File: src/eps_map.svh
`ifndef EPS_MAP_SVH
`define EPS_MAP_SVH

// ---------------------------------------------------------------
// register byte offsets
// ---------------------------------------------------------------
`define EPS_OFF_PLAN 8'h00
`define EPS_OFF_FUNC 8'h04
`define EPS_OFF_BLK_EN 8'h08
`define EPS_OFF_TCB_EN 8'h0C
`define EPS_OFF_PERM_TCB 8'h10
`define EPS_OFF_ASSIGN 8'h14
`define EPS_OFF_IN_STATE 8'h18
`define EPS_OFF_FLAGS 8'h1C
`define EPS_OFF_IRQ_STAT 8'h20
`define EPS_OFF_IRQ_MASK 8'h24

// ---------------------------------------------------------------
// layout
// ---------------------------------------------------------------
`define EPS_LANE 8
`define EPS_LANES 4
`define EPS_MAX_STAGES 4
`define EPS_IN_BLK_A 0
`define EPS_IN_BLK_B 1
`define EPS_IN_TCB 2
`define EPS_IN_ALARM 3
`define EPS_IN_TRIP 4
`define EPS_FL_ACTIVE 0
`define EPS_FL_EXT_BLK 1
`define EPS_FL_TC_BLK 2
`define EPS_FL_TC_EXT_BLK 3
`define EPS_FL_ALARM 4
`define EPS_FL_TRIP 5
`define EPS_FL_TCMD 6
`define EPS_IRQ_TRIP_BASE 4

// ---------------------------------------------------------------
// reset values and responses
// ---------------------------------------------------------------
`define EPS_RST_WORD 32'h0000_0000
`define EPS_RESP_OKAY 2'h0
`define EPS_RESP_SLVERR 2'h2

`endif

File: src/eps_pkg.sv
package eps_pkg;
  typedef logic [31:0] eps_word_t;
  typedef logic [3:0] eps_strb_t;
  typedef logic [1:0] eps_resp_t;
endpackage

File: src/eps_top.sv
// Summary of operation
// - four identical independent external protection stages
// - per-stage planning used/unused; unused stage gives no alarm, trip, command
// - two assignable block inputs; either blocks stage when enabled
// - assignable input suppresses only trip command when its enable is set
// - alarm output follows assigned external alarm input
// - trip output follows assigned external trip input
// - function setting activates stage; inactive stage gives no outputs
// - block enable acts only when a block signal is assigned
// - asserted block signal blocks only if its matching enable is active
// - permanent trip command block suppresses command regardless of inputs
// - readable input states mirror assigned block, alarm and trip inputs
// - flags: active, ext blocked, command blocked, ext command blocked, alarm, trip, command
//
// Added by the designer: the placing of the registers and register access over AXI4-Lite.
`timescale 1ns/1ps
`include "eps_map.svh"

module eps_top #(
  parameter int STAGES = 4,
  parameter int ADDR_W = 8
) (
  input wire logic clock,
  input wire logic rst,
  input wire logic [STAGES-1:0] external_block_input_a,
  input wire logic [STAGES-1:0] external_block_input_b,
  input wire logic [STAGES-1:0] external_trip_command_block_input,
  input wire logic [STAGES-1:0] alarm_input,
  input wire logic [STAGES-1:0] trip_input,
  output logic [STAGES-1:0] alarm_output,
  output logic [STAGES-1:0] trip_output,
  output logic [STAGES-1:0] trip_command_output,
  output logic irq,
  input wire logic [ADDR_W-1:0] s_axi_awaddr,
  input wire logic s_axi_awvalid,
  output logic s_axi_awready,
  input wire logic [31:0] s_axi_wdata,
  input wire logic [3:0] s_axi_wstrb,
  input wire logic s_axi_wvalid,
  output logic s_axi_wready,
  output logic [1:0] s_axi_bresp,
  output logic s_axi_bvalid,
  input wire logic s_axi_bready,
  input wire logic [ADDR_W-1:0] s_axi_araddr,
  input wire logic s_axi_arvalid,
  output logic s_axi_arready,
  output logic [31:0] s_axi_rdata,
  output logic [1:0] s_axi_rresp,
  output logic s_axi_rvalid,
  input wire logic s_axi_rready
);

  // ---------------------------------------------------------------
  // parameter check
  // ---------------------------------------------------------------
  initial begin
    if (STAGES < 1 || STAGES > `EPS_MAX_STAGES || ADDR_W < 6 || ADDR_W > 32) begin
      $error("eps_top: unsupported STAGES or ADDR_W");
    end
  end

  // ---------------------------------------------------------------
  // functions
  // ---------------------------------------------------------------
  function automatic eps_pkg::eps_word_t merge(input eps_pkg::eps_word_t old,
                                               input eps_pkg::eps_word_t data,
                                               input eps_pkg::eps_strb_t strb);
    eps_pkg::eps_word_t res;
    res = old;
    for (int i = 0; i < `EPS_LANES; i++) begin
      if (strb[i]) begin
        res[i*`EPS_LANE +: `EPS_LANE] = data[i*`EPS_LANE +: `EPS_LANE];
      end
    end
    return res;
  endfunction

  function automatic logic [7:0] low_addr(input logic [ADDR_W-1:0] a);
    logic [31:0] w;
    w = 32'(a);
    return {w[7:2], 2'h0};
  endfunction

  function automatic eps_pkg::eps_word_t widen(input logic [STAGES-1:0] v);
    return 32'(v);
  endfunction

  // ---------------------------------------------------------------
  // input synchronisers
  // ---------------------------------------------------------------
  logic [STAGES-1:0] blk_a_m_r, blk_b_m_r, tcb_m_r, alm_m_r, trp_m_r;
  logic [STAGES-1:0] blk_a_s_r, blk_b_s_r, tcb_s_r, alm_s_r, trp_s_r;

  always_ff @(posedge clock or posedge rst) begin
    if (rst) begin
      blk_a_m_r <= '0;
      blk_b_m_r <= '0;
      tcb_m_r <= '0;
      alm_m_r <= '0;
      trp_m_r <= '0;
      blk_a_s_r <= '0;
      blk_b_s_r <= '0;
      tcb_s_r <= '0;
      alm_s_r <= '0;
      trp_s_r <= '0;
    end else begin
      blk_a_m_r <= external_block_input_a;
      blk_b_m_r <= external_block_input_b;
      tcb_m_r <= external_trip_command_block_input;
      alm_m_r <= alarm_input;
      trp_m_r <= trip_input;
      blk_a_s_r <= blk_a_m_r;
      blk_b_s_r <= blk_b_m_r;
      tcb_s_r <= tcb_m_r;
      alm_s_r <= alm_m_r;
      trp_s_r <= trp_m_r;
    end
  end

  // ---------------------------------------------------------------
  // settings and register bus
  // ---------------------------------------------------------------
  logic [STAGES-1:0] plan_r, plan_nxt, func_r, func_nxt;
  logic [STAGES-1:0] blk_en_r, blk_en_nxt, tcb_en_r, tcb_en_nxt;
  logic [STAGES-1:0] perm_r, perm_nxt;
  eps_pkg::eps_word_t assign_r, assign_nxt, in_state_r, in_state_nxt;
  eps_pkg::eps_word_t flags_r, flags_nxt, mask_r, mask_nxt;
  eps_pkg::eps_word_t irq_stat_r, irq_stat_nxt, rdata_r, rdata_nxt, rd_word;
  logic [ADDR_W-1:0] aw_addr_r, aw_addr_nxt;
  eps_pkg::eps_word_t w_data_r, w_data_nxt;
  eps_pkg::eps_strb_t w_strb_r, w_strb_nxt;
  logic aw_have_r, aw_have_nxt, w_have_r, w_have_nxt;
  logic awready_r, awready_nxt, wready_r, wready_nxt;
  logic bvalid_r, bvalid_nxt, arready_r, arready_nxt, rvalid_r, rvalid_nxt;
  eps_pkg::eps_resp_t bresp_r, bresp_nxt, rresp_r, rresp_nxt;
  logic rd_hit, rd_stat_clr, do_write;
  eps_pkg::eps_word_t irq_events;
  logic irq_r, irq_nxt;
  logic [STAGES-1:0] alarm_r, alarm_nxt, trip_r, trip_nxt, tcmd_r, tcmd_nxt;

  always_comb begin
    rd_hit = 1'b1;
    unique case (low_addr(s_axi_araddr))
      `EPS_OFF_PLAN: rd_word = widen(plan_r);
      `EPS_OFF_FUNC: rd_word = widen(func_r);
      `EPS_OFF_BLK_EN: rd_word = widen(blk_en_r);
      `EPS_OFF_TCB_EN: rd_word = widen(tcb_en_r);
      `EPS_OFF_PERM_TCB: rd_word = widen(perm_r);
      `EPS_OFF_ASSIGN: rd_word = assign_r;
      `EPS_OFF_IN_STATE: rd_word = in_state_r;
      `EPS_OFF_FLAGS: rd_word = flags_r;
      `EPS_OFF_IRQ_STAT: rd_word = irq_stat_r;
      `EPS_OFF_IRQ_MASK: rd_word = mask_r;
      default: begin
        rd_word = `EPS_RST_WORD;
        rd_hit = 1'b0;
      end
    endcase
  end

  always_comb begin
    plan_nxt = plan_r;
    func_nxt = func_r;
    blk_en_nxt = blk_en_r;
    tcb_en_nxt = tcb_en_r;
    perm_nxt = perm_r;
    assign_nxt = assign_r;
    mask_nxt = mask_r;
    aw_addr_nxt = aw_addr_r;
    w_data_nxt = w_data_r;
    w_strb_nxt = w_strb_r;
    aw_have_nxt = aw_have_r;
    w_have_nxt = w_have_r;
    awready_nxt = awready_r;
    wready_nxt = wready_r;
    bvalid_nxt = bvalid_r;
    bresp_nxt = bresp_r;
    arready_nxt = arready_r;
    rvalid_nxt = rvalid_r;
    rresp_nxt = rresp_r;
    rdata_nxt = rdata_r;
    rd_stat_clr = 1'b0;
    do_write = aw_have_r && w_have_r && !bvalid_r;
    if (s_axi_awvalid && awready_r) begin
      aw_addr_nxt = s_axi_awaddr;
      aw_have_nxt = 1'b1;
      awready_nxt = 1'b0;
    end
    if (s_axi_wvalid && wready_r) begin
      w_data_nxt = s_axi_wdata;
      w_strb_nxt = s_axi_wstrb;
      w_have_nxt = 1'b1;
      wready_nxt = 1'b0;
    end
    if (do_write) begin
      aw_have_nxt = 1'b0;
      w_have_nxt = 1'b0;
      bvalid_nxt = 1'b1;
      bresp_nxt = `EPS_RESP_OKAY;
      unique case (low_addr(aw_addr_r))
        `EPS_OFF_PLAN: plan_nxt = STAGES'(merge(widen(plan_r), w_data_r, w_strb_r));
        `EPS_OFF_FUNC: func_nxt = STAGES'(merge(widen(func_r), w_data_r, w_strb_r));
        `EPS_OFF_BLK_EN: blk_en_nxt = STAGES'(merge(widen(blk_en_r), w_data_r, w_strb_r));
        `EPS_OFF_TCB_EN: tcb_en_nxt = STAGES'(merge(widen(tcb_en_r), w_data_r, w_strb_r));
        `EPS_OFF_PERM_TCB: perm_nxt = STAGES'(merge(widen(perm_r), w_data_r, w_strb_r));
        `EPS_OFF_ASSIGN: assign_nxt = merge(assign_r, w_data_r, w_strb_r);
        `EPS_OFF_IRQ_MASK: mask_nxt = merge(mask_r, w_data_r, w_strb_r);
        `EPS_OFF_IN_STATE, `EPS_OFF_FLAGS, `EPS_OFF_IRQ_STAT: bresp_nxt = `EPS_RESP_OKAY;
        default: bresp_nxt = `EPS_RESP_SLVERR;
      endcase
    end
    if (bvalid_r && s_axi_bready) begin
      bvalid_nxt = 1'b0;
      awready_nxt = 1'b1;
      wready_nxt = 1'b1;
    end
    if (s_axi_arvalid && arready_r) begin
      arready_nxt = 1'b0;
      rvalid_nxt = 1'b1;
      rdata_nxt = rd_word;
      rresp_nxt = rd_hit ? `EPS_RESP_OKAY : `EPS_RESP_SLVERR;
      rd_stat_clr = (low_addr(s_axi_araddr) == `EPS_OFF_IRQ_STAT);
    end
    if (rvalid_r && s_axi_rready) begin
      rvalid_nxt = 1'b0;
      arready_nxt = 1'b1;
    end
  end

  always_ff @(posedge clock or posedge rst) begin
    if (rst) begin
      plan_r <= '0;
      func_r <= '0;
      blk_en_r <= '0;
      tcb_en_r <= '0;
      perm_r <= '0;
      assign_r <= `EPS_RST_WORD;
      mask_r <= `EPS_RST_WORD;
      aw_addr_r <= '0;
      w_data_r <= `EPS_RST_WORD;
      w_strb_r <= '0;
      aw_have_r <= 1'b0;
      w_have_r <= 1'b0;
      awready_r <= 1'b1;
      wready_r <= 1'b1;
      bvalid_r <= 1'b0;
      bresp_r <= `EPS_RESP_OKAY;
      arready_r <= 1'b1;
      rvalid_r <= 1'b0;
      rresp_r <= `EPS_RESP_OKAY;
      rdata_r <= `EPS_RST_WORD;
    end else begin
      plan_r <= plan_nxt;
      func_r <= func_nxt;
      blk_en_r <= blk_en_nxt;
      tcb_en_r <= tcb_en_nxt;
      perm_r <= perm_nxt;
      assign_r <= assign_nxt;
      mask_r <= mask_nxt;
      aw_addr_r <= aw_addr_nxt;
      w_data_r <= w_data_nxt;
      w_strb_r <= w_strb_nxt;
      aw_have_r <= aw_have_nxt;
      w_have_r <= w_have_nxt;
      awready_r <= awready_nxt;
      wready_r <= wready_nxt;
      bvalid_r <= bvalid_nxt;
      bresp_r <= bresp_nxt;
      arready_r <= arready_nxt;
      rvalid_r <= rvalid_nxt;
      rresp_r <= rresp_nxt;
      rdata_r <= rdata_nxt;
    end
  end

  // ---------------------------------------------------------------
  // protection stages
  // ---------------------------------------------------------------
  always_comb begin
    logic [`EPS_LANE-1:0] asg, lvl;
    logic blocked, act, tc_ext;
    asg = '0;
    lvl = '0;
    blocked = 1'b0;
    act = 1'b0;
    tc_ext = 1'b0;
    in_state_nxt = `EPS_RST_WORD;
    flags_nxt = `EPS_RST_WORD;
    alarm_nxt = '0;
    trip_nxt = '0;
    tcmd_nxt = '0;
    for (int s = 0; s < STAGES; s++) begin
      asg = assign_r[s*`EPS_LANE +: `EPS_LANE];
      lvl = '0;
      lvl[`EPS_IN_BLK_A] = blk_a_s_r[s];
      lvl[`EPS_IN_BLK_B] = blk_b_s_r[s];
      lvl[`EPS_IN_TCB] = tcb_s_r[s];
      lvl[`EPS_IN_ALARM] = alm_s_r[s];
      lvl[`EPS_IN_TRIP] = trp_s_r[s];
      lvl = lvl & asg;
      in_state_nxt[s*`EPS_LANE +: `EPS_LANE] = lvl;
      blocked = blk_en_r[s] && (lvl[`EPS_IN_BLK_A] || lvl[`EPS_IN_BLK_B]);
      act = plan_r[s] && func_r[s] && !blocked;
      tc_ext = tcb_en_r[s] && lvl[`EPS_IN_TCB];
      alarm_nxt[s] = act && lvl[`EPS_IN_ALARM];
      trip_nxt[s] = act && lvl[`EPS_IN_TRIP];
      tcmd_nxt[s] = trip_nxt[s] && !perm_r[s] && !tc_ext;
      flags_nxt[s*`EPS_LANE + `EPS_FL_ACTIVE] = act;
      flags_nxt[s*`EPS_LANE + `EPS_FL_EXT_BLK] = blocked;
      flags_nxt[s*`EPS_LANE + `EPS_FL_TC_BLK] = perm_r[s];
      flags_nxt[s*`EPS_LANE + `EPS_FL_TC_EXT_BLK] = tc_ext;
      flags_nxt[s*`EPS_LANE + `EPS_FL_ALARM] = alarm_nxt[s];
      flags_nxt[s*`EPS_LANE + `EPS_FL_TRIP] = trip_nxt[s];
      flags_nxt[s*`EPS_LANE + `EPS_FL_TCMD] = tcmd_nxt[s];
    end
  end

  always_ff @(posedge clock or posedge rst) begin
    if (rst) begin
      in_state_r <= `EPS_RST_WORD;
      flags_r <= `EPS_RST_WORD;
      alarm_r <= '0;
      trip_r <= '0;
      tcmd_r <= '0;
    end else begin
      in_state_r <= in_state_nxt;
      flags_r <= flags_nxt;
      alarm_r <= alarm_nxt;
      trip_r <= trip_nxt;
      tcmd_r <= tcmd_nxt;
    end
  end

  // ---------------------------------------------------------------
  // interrupts
  // ---------------------------------------------------------------
  always_comb begin
    irq_events = `EPS_RST_WORD;
    irq_events[STAGES-1:0] = alarm_nxt & ~alarm_r;
    irq_events[`EPS_IRQ_TRIP_BASE +: STAGES] = trip_nxt & ~trip_r;
    irq_stat_nxt = (rd_stat_clr ? `EPS_RST_WORD : irq_stat_r) | irq_events;
    irq_nxt = |(irq_stat_nxt & mask_r);
  end

  always_ff @(posedge clock or posedge rst) begin
    if (rst) begin
      irq_stat_r <= `EPS_RST_WORD;
      irq_r <= 1'b0;
    end else begin
      irq_stat_r <= irq_stat_nxt;
      irq_r <= irq_nxt;
    end
  end

  // ---------------------------------------------------------------
  // outputs
  // ---------------------------------------------------------------
  assign alarm_output = alarm_r;
  assign trip_output = trip_r;
  assign trip_command_output = tcmd_r;
  assign irq = irq_r;
  assign s_axi_awready = awready_r;
  assign s_axi_wready = wready_r;
  assign s_axi_bvalid = bvalid_r;
  assign s_axi_bresp = bresp_r;
  assign s_axi_arready = arready_r;
  assign s_axi_rvalid = rvalid_r;
  assign s_axi_rresp = rresp_r;
  assign s_axi_rdata = rdata_r;

endmodule

File: config.mk
export PLATFORM = sky130hd
export DESIGN_NAME = eps_top
export DESIGN_NICKNAME = d
export VERILOG_FILES = /design/src/eps_pkg.sv /design/src/eps_top.sv
export VERILOG_INCLUDE_DIRS = /design/src
export SDC_FILE = /design/constraint.sdc
export NUM_CORES = 1
export LEC_CHECK = 0
export ABC_CLOCK_PERIOD_IN_PS = 24500
export BUFFER_PORTS_ARGS = -buffer_cell sky130_fd_sc_hd__buf_2
export CAP_MARGIN = 20
export CORE_MARGIN = 5
export CORE_UTILIZATION = 45
export CTS_CLUSTER_SIZE = 20
export DETAILED_ROUTE_END_ITERATION = 8
export PLACE_DENSITY_LB_ADDON = 0.15
export SYNTH_ARGS = -nofsm -noshare
export SYNTH_HDL_FRONTEND = slang
export SYNTH_SLANG_ARGS = --single-unit
File: constraint.sdc
create_clock -name clock -period 24.5 [get_ports clock]
set_input_delay 3.675 -clock clock [delete_from_list [all_inputs] [get_ports clock]]
set_output_delay 3.675 -clock clock [all_outputs]
set_load 0.02 [all_outputs]
## Word-level counts from Yosys, hierarchy flattened

Index checks and enable logic that the tools add are counted.

| cells by class | value |
|---|---|
| equal/unequal tests | 18 |
| mux-type cells | 20 |
| bitwise gates (word level) | 10 |
| reductions and logical operators | 80 |

Operators by type and width:

| kind | number |
|---|---|
| 32-bit case mux with 10 select lines | 1 |
| 6-bit by 3-bit == test with 1-bit output (second input constant) | 8 |
| 1-bit logical AND | 39 |
| 3-bit AND reduction | 13 |
| 32-bit AND | 1 |
| 5-bit by 8-bit AND with 8-bit output | 4 |
| 32-bit two-way mux | 1 |
| 32-bit by 8-bit bitwise OR with 32-bit output | 1 |
| 32-bit OR reduction | 1 |
| 6-bit by 2-bit == test with 1-bit output (second input constant) | 4 |
| 6-bit by 4-bit == test with 1-bit output (second input constant) | 4 |
| 10-bit OR reduction | 2 |
| 1-bit two-way mux | 16 |
| 1-bit zero test | 13 |
| 6-bit by 1-bit == test with 1-bit output (second input constant) | 2 |
| 6-bit zero test | 2 |
| 2-bit nonzero test | 6 |
| 4-bit AND | 2 |
| 4-bit NOT | 2 |
| 1-bit logical OR | 4 |
| 2-bit two-way mux | 2 |

| word-level totals | value |
|---|---|
| register bits after elaboration | 316 |
| input bits | 79 |
| output and inout bits | 54 |
| logic and storage cells | 171 |

## Logic depth before layout (Yosys ltp)

Gate-level depths: netlist (run 1).

| logic depth | value |
|---|---|
| word-level depth | 10 |
| gate-level depth with buffers | 8 |
| mapped depth without buffers | 5 |

## Worst setup path before layout (run 1)

Ideal clock, no wire load.

| path | value |
|---|---|
| path type | input to register |
| start point | input port s_axi_araddr[7] |
| end point | register rdata_r[4], in the netlist s_axi_rdata[4] |
| arrival time | 5.128 ns |
| path slack | 19.306 ns |
| stages | 7 |
| buffers on the path | 2 |
| cell sequence | or3_1 -> clkbuf_1 -> nor3_2 -> clkbuf_1 -> a22oi_1 -> nand3_1 -> a22o_1 |

| between the ends | value |
|---|---|
| longest elaborated chain between the ends | 2 |

RTL lines:

| item | line | source |
|---|---|---|
| start: declaration | eps_top.sv:44 | `input wire logic [ADDR_W-1:0] s_axi_araddr,` |
| 6-bit by 4-bit == test with 1-bit output, or another cell as far along | eps_top.sv:143 | `unique case (low_addr(s_axi_araddr))` |
| 32-bit case mux with 10 select lines (*) | eps_top.sv:143 |  |
| end signal: assignment | eps_top.sv:251 | `` rdata_r <= `EPS_RST_WORD; `` |
| end signal: assignment | eps_top.sv:272 | `rdata_r <= rdata_nxt;` |
| end: declaration | eps_top.sv:128 | `eps_pkg::eps_word_t irq_stat_r, irq_stat_nxt, rdata_r, rdata_nxt, rd_word;` |

Mark *: on every way between the ends. The rest lies on a longest branch, timed or not.
A chain may end at the register's enable or synchronous reset.

## Worst setup path in the final report (run 1)

| path | value |
|---|---|
| start point | input port s_axi_araddr[4] |
| end point | register rdata_r[30], in the netlist s_axi_rdata[30] |

Same word-level chain as after synthesis.

==> results.json, run 1 <==
{
  "cts_num_sinks": 288,
  "synth_top_area_share": 0.637,
  "worst_path_max_delay_cell": "and3_2",
  "reg2reg_depth": 5,
  "preCtsSetupSlack_ps": 18440,
  "grt_pass1_wl_mm": 42.7,
  "yosys_warnings": 0,
  "place_congestion": 0.787,
  "die-area_mm2": 0.0281,
  "pwr-share-clk": 0.369,
  "min-delay-start": "alm_m_r[3]",
  "yosys-top-cells-area": "dfrtp_1 (64%), mux2_2 (13%), a22oi_1 (2.8%), and2_1 (2.6%), a22o_1 (2.2%)",
  "crit_arrival_ps": 6030,
  "antenna_found_initial": 0,
  "topRoutingLayerUsed": "met4",
  "ctsRootBufferMaster": "clkbuf_16",
  "status": "complete, no violations",
  "wl_met2_mm": 12.6,
  "power.share.switching": 0.261,
  "setup_viol": 0,
  "crit_family": "simple AND/OR/NAND/NOR gates",
  "worstMarginPinSlew_ps": 1040,
  "clock_latency_ps": 540,
  "setup_slack_ps": 18950,
  "hold_class": "register to register",
  "rrSetupSlack_ps": 21740,
  "rows": 57,
  "synth_area_mm2": 0.0112,
  "grt_setup_unrepaired": "false",
  "drt_iter0_markers": 571,
  "synth_area_per_cell_um2": 13.5,
  "critical_path_buf_inv_count": 1,
  "setup_tns_ps": 0,
  "cts_buffers": 30,
  "p_seq_frac": 0.513,
  "antenna_cells": 0,
  "crit_fanout": 32,
  "cts_setup_buffers": 0,
  "r2r_start": "s_axi_bvalid",
  "hold_violations": 0,
  "die_w_um": 168,
  "via_per_inst": 5.42,
  "postSynthCellCount": 831,
  "holdBufCountCts": 0,
  "synth-edff-count": 0,
  "track_usage": 0.193,
  "required_ps": 24980,
  "maxSlewViolCount": 0,
  "area_growth_pct": 17.0,
  "comb_power_share": 0.118,
  "fmax_ghz": 0.180,
  "htree_levels": 1,
  "drive_gt1_frac": 0.333,
  "rr_endpoint": "assign_r[21]",
  "period_needed_ps": 5550,
  "startpoint_type": "input pin",
  "p_leak_nw": 6.49,
  "met3WireLength_mm": 1.21,
  "start_util": 0.459,
  "vias": 7041,
  "cts_tree": "built",
  "power.total_mw": 1.25,
  "path_cells": "buf_2 > nor4b_1 > and3_2 > a222oi_1 > a21oi_1 > a21o_1",
  "path_class": "input pin to register",
  "drt-met1-wl_mm": 12.9,
  "drc": 0,
  "postRouteAntennaNets": 0,
  "place_hpwl_mm": 18.3,
  "die_y_um": 168,
  "min_to": "alm_s_r[3]",
  "holdWs_ps": 346,
  "end_kind": "register",
  "maxSlewHeadroom": 0.305,
  "cts_buffer_depth": 3,
  "wl_per_cell_um": 21.0,
  "post-route-period-util": 0.227,
  "ios": 133,
  "fin_skew_ps": 12.4,
  "yosysTopAreaCell": "dfrtp_1",
  "min_path_cells": 0,
  "routed_wl_mm": 27.3,
  "cts_resized": 0,
  "fill_cells": 2096,
  "synth_top_flop_cell": "dfrtp_1",
  "yosysUniqueCellTypes": 53,
  "ys_top_cells_by_count": "dfrtp_1 (285), mux2_2 (125), nand2_1 (59)",
  "grt_pass1_vias": 7276,
  "cpPeakStageDelay_ps": 870,
  "internal_power_mw": 0.925,
  "dr.pass1.iters": 4,
  "ys_seq_area_frac": 0.644,
  "fin_nets": 1032,
  "clkTransAtPathRegs_ps": 60,
  "yosysMostFrequentCell": "dfrtp_1",
  "drv_cap": 0,
  "powerDensity_mw_per_mm2": 95.5,
  "vdd_drop_max_mv": 0.0794,
  "grt_max_degree": 112,
  "power_switching_mw": 0.326,
  "io_buffers": 126,
  "ys_ff_latch": 288,
  "grt-ovfl-total": 0,
  "async_reset_ff_frac": 1.00,
  "core_mm2": 0.0244
}
through the flow:
step,util,cell area (um2),std cells
3_5_place_dp,0.496,12100,1245
3_3_place_gp,0.496,12100,1245
2_1_floorplan,-,11200,832
5_1_grt,0.537,13100,1299
6_report,0.537,13100,1299
4_1_cts,0.537,13100,1299
cell usage in the layout, fill, tap and decap left out, types with 3 or more instances in the layout:
master,n
buf_4,10
a21oi_1,17
nor2b_1,3
mux2_2,125
bufinv_16,3
inv_1,25
dfstp_2,3
dfrtp_1,285
nand3_1,21
mux2i_1,5
buf_2,126
clkbuf_1,6
a22o_1,28
nor2_1,15
clkbuf_8,5
nand4_1,7
and3_1,6
clkinv_2,5
a22oi_1,42
nor3_1,6
o21ai_0,18
and2_1,47
a21o_1,8
clkinvlp_4,3
a222oi_1,11
a221oi_1,7
a21boi_0,3
nand2_1,58
clkbuf_16,31
state kept, by name, summed over array words and instances, names as in the netlist, 6 cells and up:
signal and cells:
flags_r 19, s_axi_rdata 32, irq_stat_r 32, in_state_r 20, mask_r 32, w_data_r 32, assign_r 32, aw_addr_r 6
layout make-up:
cell class                 instances  area (um2)  area share
clock inverter                    12         146      0.0112
timing repair buffer             136         706      0.0539
sequential                       288        7210       0.550
tap                              324         405      0.0309
inverter                          26         105     0.00802
clock buffer                      42         867      0.0662
multi-input combinational        471        3660       0.279
worst register-to-register path, stage by stage (launching register included):
cell and delay [ps]:
dfrtp_1 410, nand3b_4 200, or3_1 400, nor4b_2 680, nand2_1 520, mux2_2 430
power by group through the flow:
stage | sequential (mW) | clock (mW) | combinational (mW)
CTS | 0.643 | 0.470 | 0.151
floorplan | 0.624 | 0 | 0.113
finish | 0.642 | 0.461 | 0.148
global placement | 0.649 | 0 | 0.146
detailed placement | 0.651 | 0 | 0.150
global route | 0.655 | 0.491 | 0.165
cell families after synthesis:
| group | Yosys count | share of synthesized area |
|---|---|---|
| DFF | 288 | 0.644 |
| and+or+nand+nor | 183 | 0.0872 |
| AOI/OAI and AO/OA | 152 | 0.102 |
| muxes | 134 | 0.136 |
| buffers and inverters | 73 | 0.0302 |
| other | 1 | 0.000335 |
worst max-delay path by stage:
stage,slack [ps],startpoint,depth (start not counted),end
2_1_floorplan,12880,rst,1,alarm_output[0]
3_3_place_gp,18430,s_axi_araddr[4],6,s_axi_rdata[30]
3_5_place_dp,18440,s_axi_araddr[4],6,s_axi_rdata[30]
4_1_cts,19010,s_axi_araddr[4],6,s_axi_rdata[30]
5_1_grt,18740,rst,4,irq_stat_r[12]
6_report,18950,s_axi_araddr[4],6,s_axi_rdata[30]
metal layers:
layer,GRT usage,up-vias
met5,0,-
met3,0.0325,31
li1,-,3238
met2,0.305,155
met1,0.283,3617
met4,0.0406,0
Power figures use the tool's default switching activity.
==> inputs of run 2 (changes only) <==
--- a/config.mk
+++ b/config.mk
@@ -6,7 +6,7 @@
 export SDC_FILE = /design/constraint.sdc
 export NUM_CORES = 1
 export LEC_CHECK = 0
-export ABC_CLOCK_PERIOD_IN_PS = 24500
+export ABC_CLOCK_PERIOD_IN_PS = 5200
 export BUFFER_PORTS_ARGS = -buffer_cell sky130_fd_sc_hd__buf_2
 export CAP_MARGIN = 20
 export CORE_MARGIN = 5
==> constraint.sdc (replaced) <==
create_clock -name clock -period 5.2 [get_ports clock]
set_input_delay 0.78 -clock clock [delete_from_list [all_inputs] [get_ports clock]]
set_output_delay 0.78 -clock clock [all_outputs]
set_load 0.02 [all_outputs]
==> run 2 against run 1 <==
Net effect: die area did not move; highest routed layer unchanged; total power rose to 4.8 times the previous value; clock power rose to 4.9 times the previous value; sequential power rose to 4.7 times the previous value; final area rose by 0.63%; final cell count rose by 0.23%; utilization rose by 0.34 points; largest power group unchanged; worst setup slack got worse by 16000 ps.
==> results.json, run 2 (synthesized netlist as in run 1, its figures left out) <==
{
  "status": "complete, no violations",
  "vdd_drop_max_mv": 0.267,
  "grt.busiest_layer": "met2",
  "required_ps": 5630,
  "cts_num_sinks": 288,
  "powerDensity_mw_per_mm2": 454,
  "gr-usage-met1": 0.285,
  "maxSlewHeadroom": 0.265,
  "rrSetupSlack_ps": 2460,
  "path_class": "register to register",
  "die-area_mm2": 0.0281,
  "p_seq_frac": 0.506,
  "cts_resized": 0,
  "dr.pass1.iters": 6,
  "place_hpwl_mm": 18.3,
  "period_needed_ps": 2740,
  "worstMarginPinSlew_ps": 1100,
  "ios": 133,
  "ctsRootBufferMaster": "clkbuf_16",
  "cts_setup_buffers": 0,
  "crit_arrival_ps": 3170,
  "setup_tns_ps": 0,
  "vias": 7164,
  "drc": 0,
  "rr_endpoint": "mask_r[5]",
  "met2_usage": 0.311,
  "dp_cells": 1244,
  "fin_nets": 1032,
  "grt_setup_unrepaired": "false",
  "crit_fanout": 8,
  "fmax_ghz": 0.364,
  "cts_buffer_depth": 3,
  "dpl_cell_area_mm2": 0.0121,
  "clock_latency_ps": 550,
  "grt_max_degree": 149,
  "grt_pass1_wl_mm": 43.5,
  "drv_cap": 0,
  "fin_cells": 1302,
  "reg2reg_depth": 5,
  "core_mm2": 0.0244,
  "via_per_inst": 5.50,
  "rows": 57,
  "clkTransAtPathRegs_ps": 60,
  "pwr-share-clk": 0.377,
  "htree_levels": 1,
  "internal_power_mw": 4.44,
  "io_buffers": 126,
  "holdWs_ps": 328,
  "drt_iter0_markers": 535,
  "antenna_found_initial": 0,
  "antenna_cells": 0,
  "power_switching_mw": 1.55,
  "maxSlewViolCount": 0,
  "grt-ovfl-total": 0,
  "area_growth_pct": 17.7,
  "die_w_um": 168,
  "hold_class": "input pin to register",
  "r2r_start": "s_axi_bvalid",
  "power.total_mw": 5.99,
  "wl_per_cell_um": 21.2,
  "holdBufCountCts": 0,
  "cts_tree": "built",
  "grt_pass1_vias": 7439,
  "use_met3": 0.0344,
  "mostFrequentLayoutCells": "dfrtp_1 (285), buf_2 (126), mux2_2 (125)",
  "cts_buffers": 31,
  "layout_commonest_cell": "dfrtp_1",
  "post-route-period-util": 0.528,
  "p_leak_nw": 6.53,
  "drive_gt1_frac": 0.334,
  "end_kind": "register",
  "fin_skew_ps": 14.0,
  "hold_violations": 0,
  "postRouteAntennaNets": 0,
  "setup_viol": 0,
  "die_y_um": 168,
  "place_congestion": 0.794,
  "startpoint_type": "register",
  "comb_power_share": 0.117,
  "routed_wl_mm": 27.6,
  "power.share.switching": 0.258,
  "fin_area_mm2": 0.0132,
  "start_util": 0.459,
  "crit_end": "mask_r[5]",
  "track_usage": 0.195,
  "crit_start": "s_axi_bvalid"
}
-- run 2: changes by cell type in the layout (fill, tap and decap cells not counted), sizes merged --
| cell | change |
|---|---|
| clkbuf | +6 |
| inv | +1 |
| clkinv | -1 |
| clkinvlp | -2 |
| buf | -1 |
-- run 2: layout make-up --
type	count	area [um2]
multi-input cells	471	3660
clock inverters	10	135
repair buffers	135	731
fillers	2168	11200
flip-flops and latches	288	7210
clock buffers	48	940
well taps	324	405
inverters	26	101
-- run 2: worst min path at each step --
stage	cells past startpoint	end	start	slack, ps
2_1_floorplan	0	alm_s_r[0]	alm_m_r[0]	330
3_3_place_gp	0	trp_s_r[0]	trp_m_r[0]	330
3_5_place_dp	0	alm_s_r[1]	alm_m_r[1]	330
4_1_cts	1	blk_a_m_r[0]	external_block_input_a[0]	300
5_1_grt	1	blk_a_m_r[0]	external_block_input_a[0]	300
6_report	1	blk_a_m_r[0]	external_block_input_a[0]	330
-- run 2: routing by layer --
layer  part of all wire  up-vias
li1                   -     3238
met1               0.46     3695
met2               0.47      197
met3              0.055       34
met4              0.018        0
met5                  0        -
-- run 2: through the flow --
stage / worst slack [ps] / util
6_report: 2460 / 0.540
3_3_place_gp: 2110 / 0.496
4_1_cts: 2410 / 0.540
3_5_place_dp: 2090 / 0.496
2_1_floorplan: 603 / -
5_1_grt: 2370 / 0.540
-- run 2: power by group through the flow --
stage	registers [mW]	clock network (mW)	logic (mW)
3_3_place_gp	3.06	0	0.687
4_1_cts	3.03	2.31	0.713
6_report	3.03	2.26	0.699
2_1_floorplan	2.94	0	0.534
3_5_place_dp	3.07	0	0.710
5_1_grt	3.09	2.41	0.780
-- run 2: worst max-delay path: stages, from the launching register on --
cell      delay [ps]
dfrtp_1          400
nand3b_4         190
or3_1            400
nor4_2           610
nand2_1          580
mux2_2           430
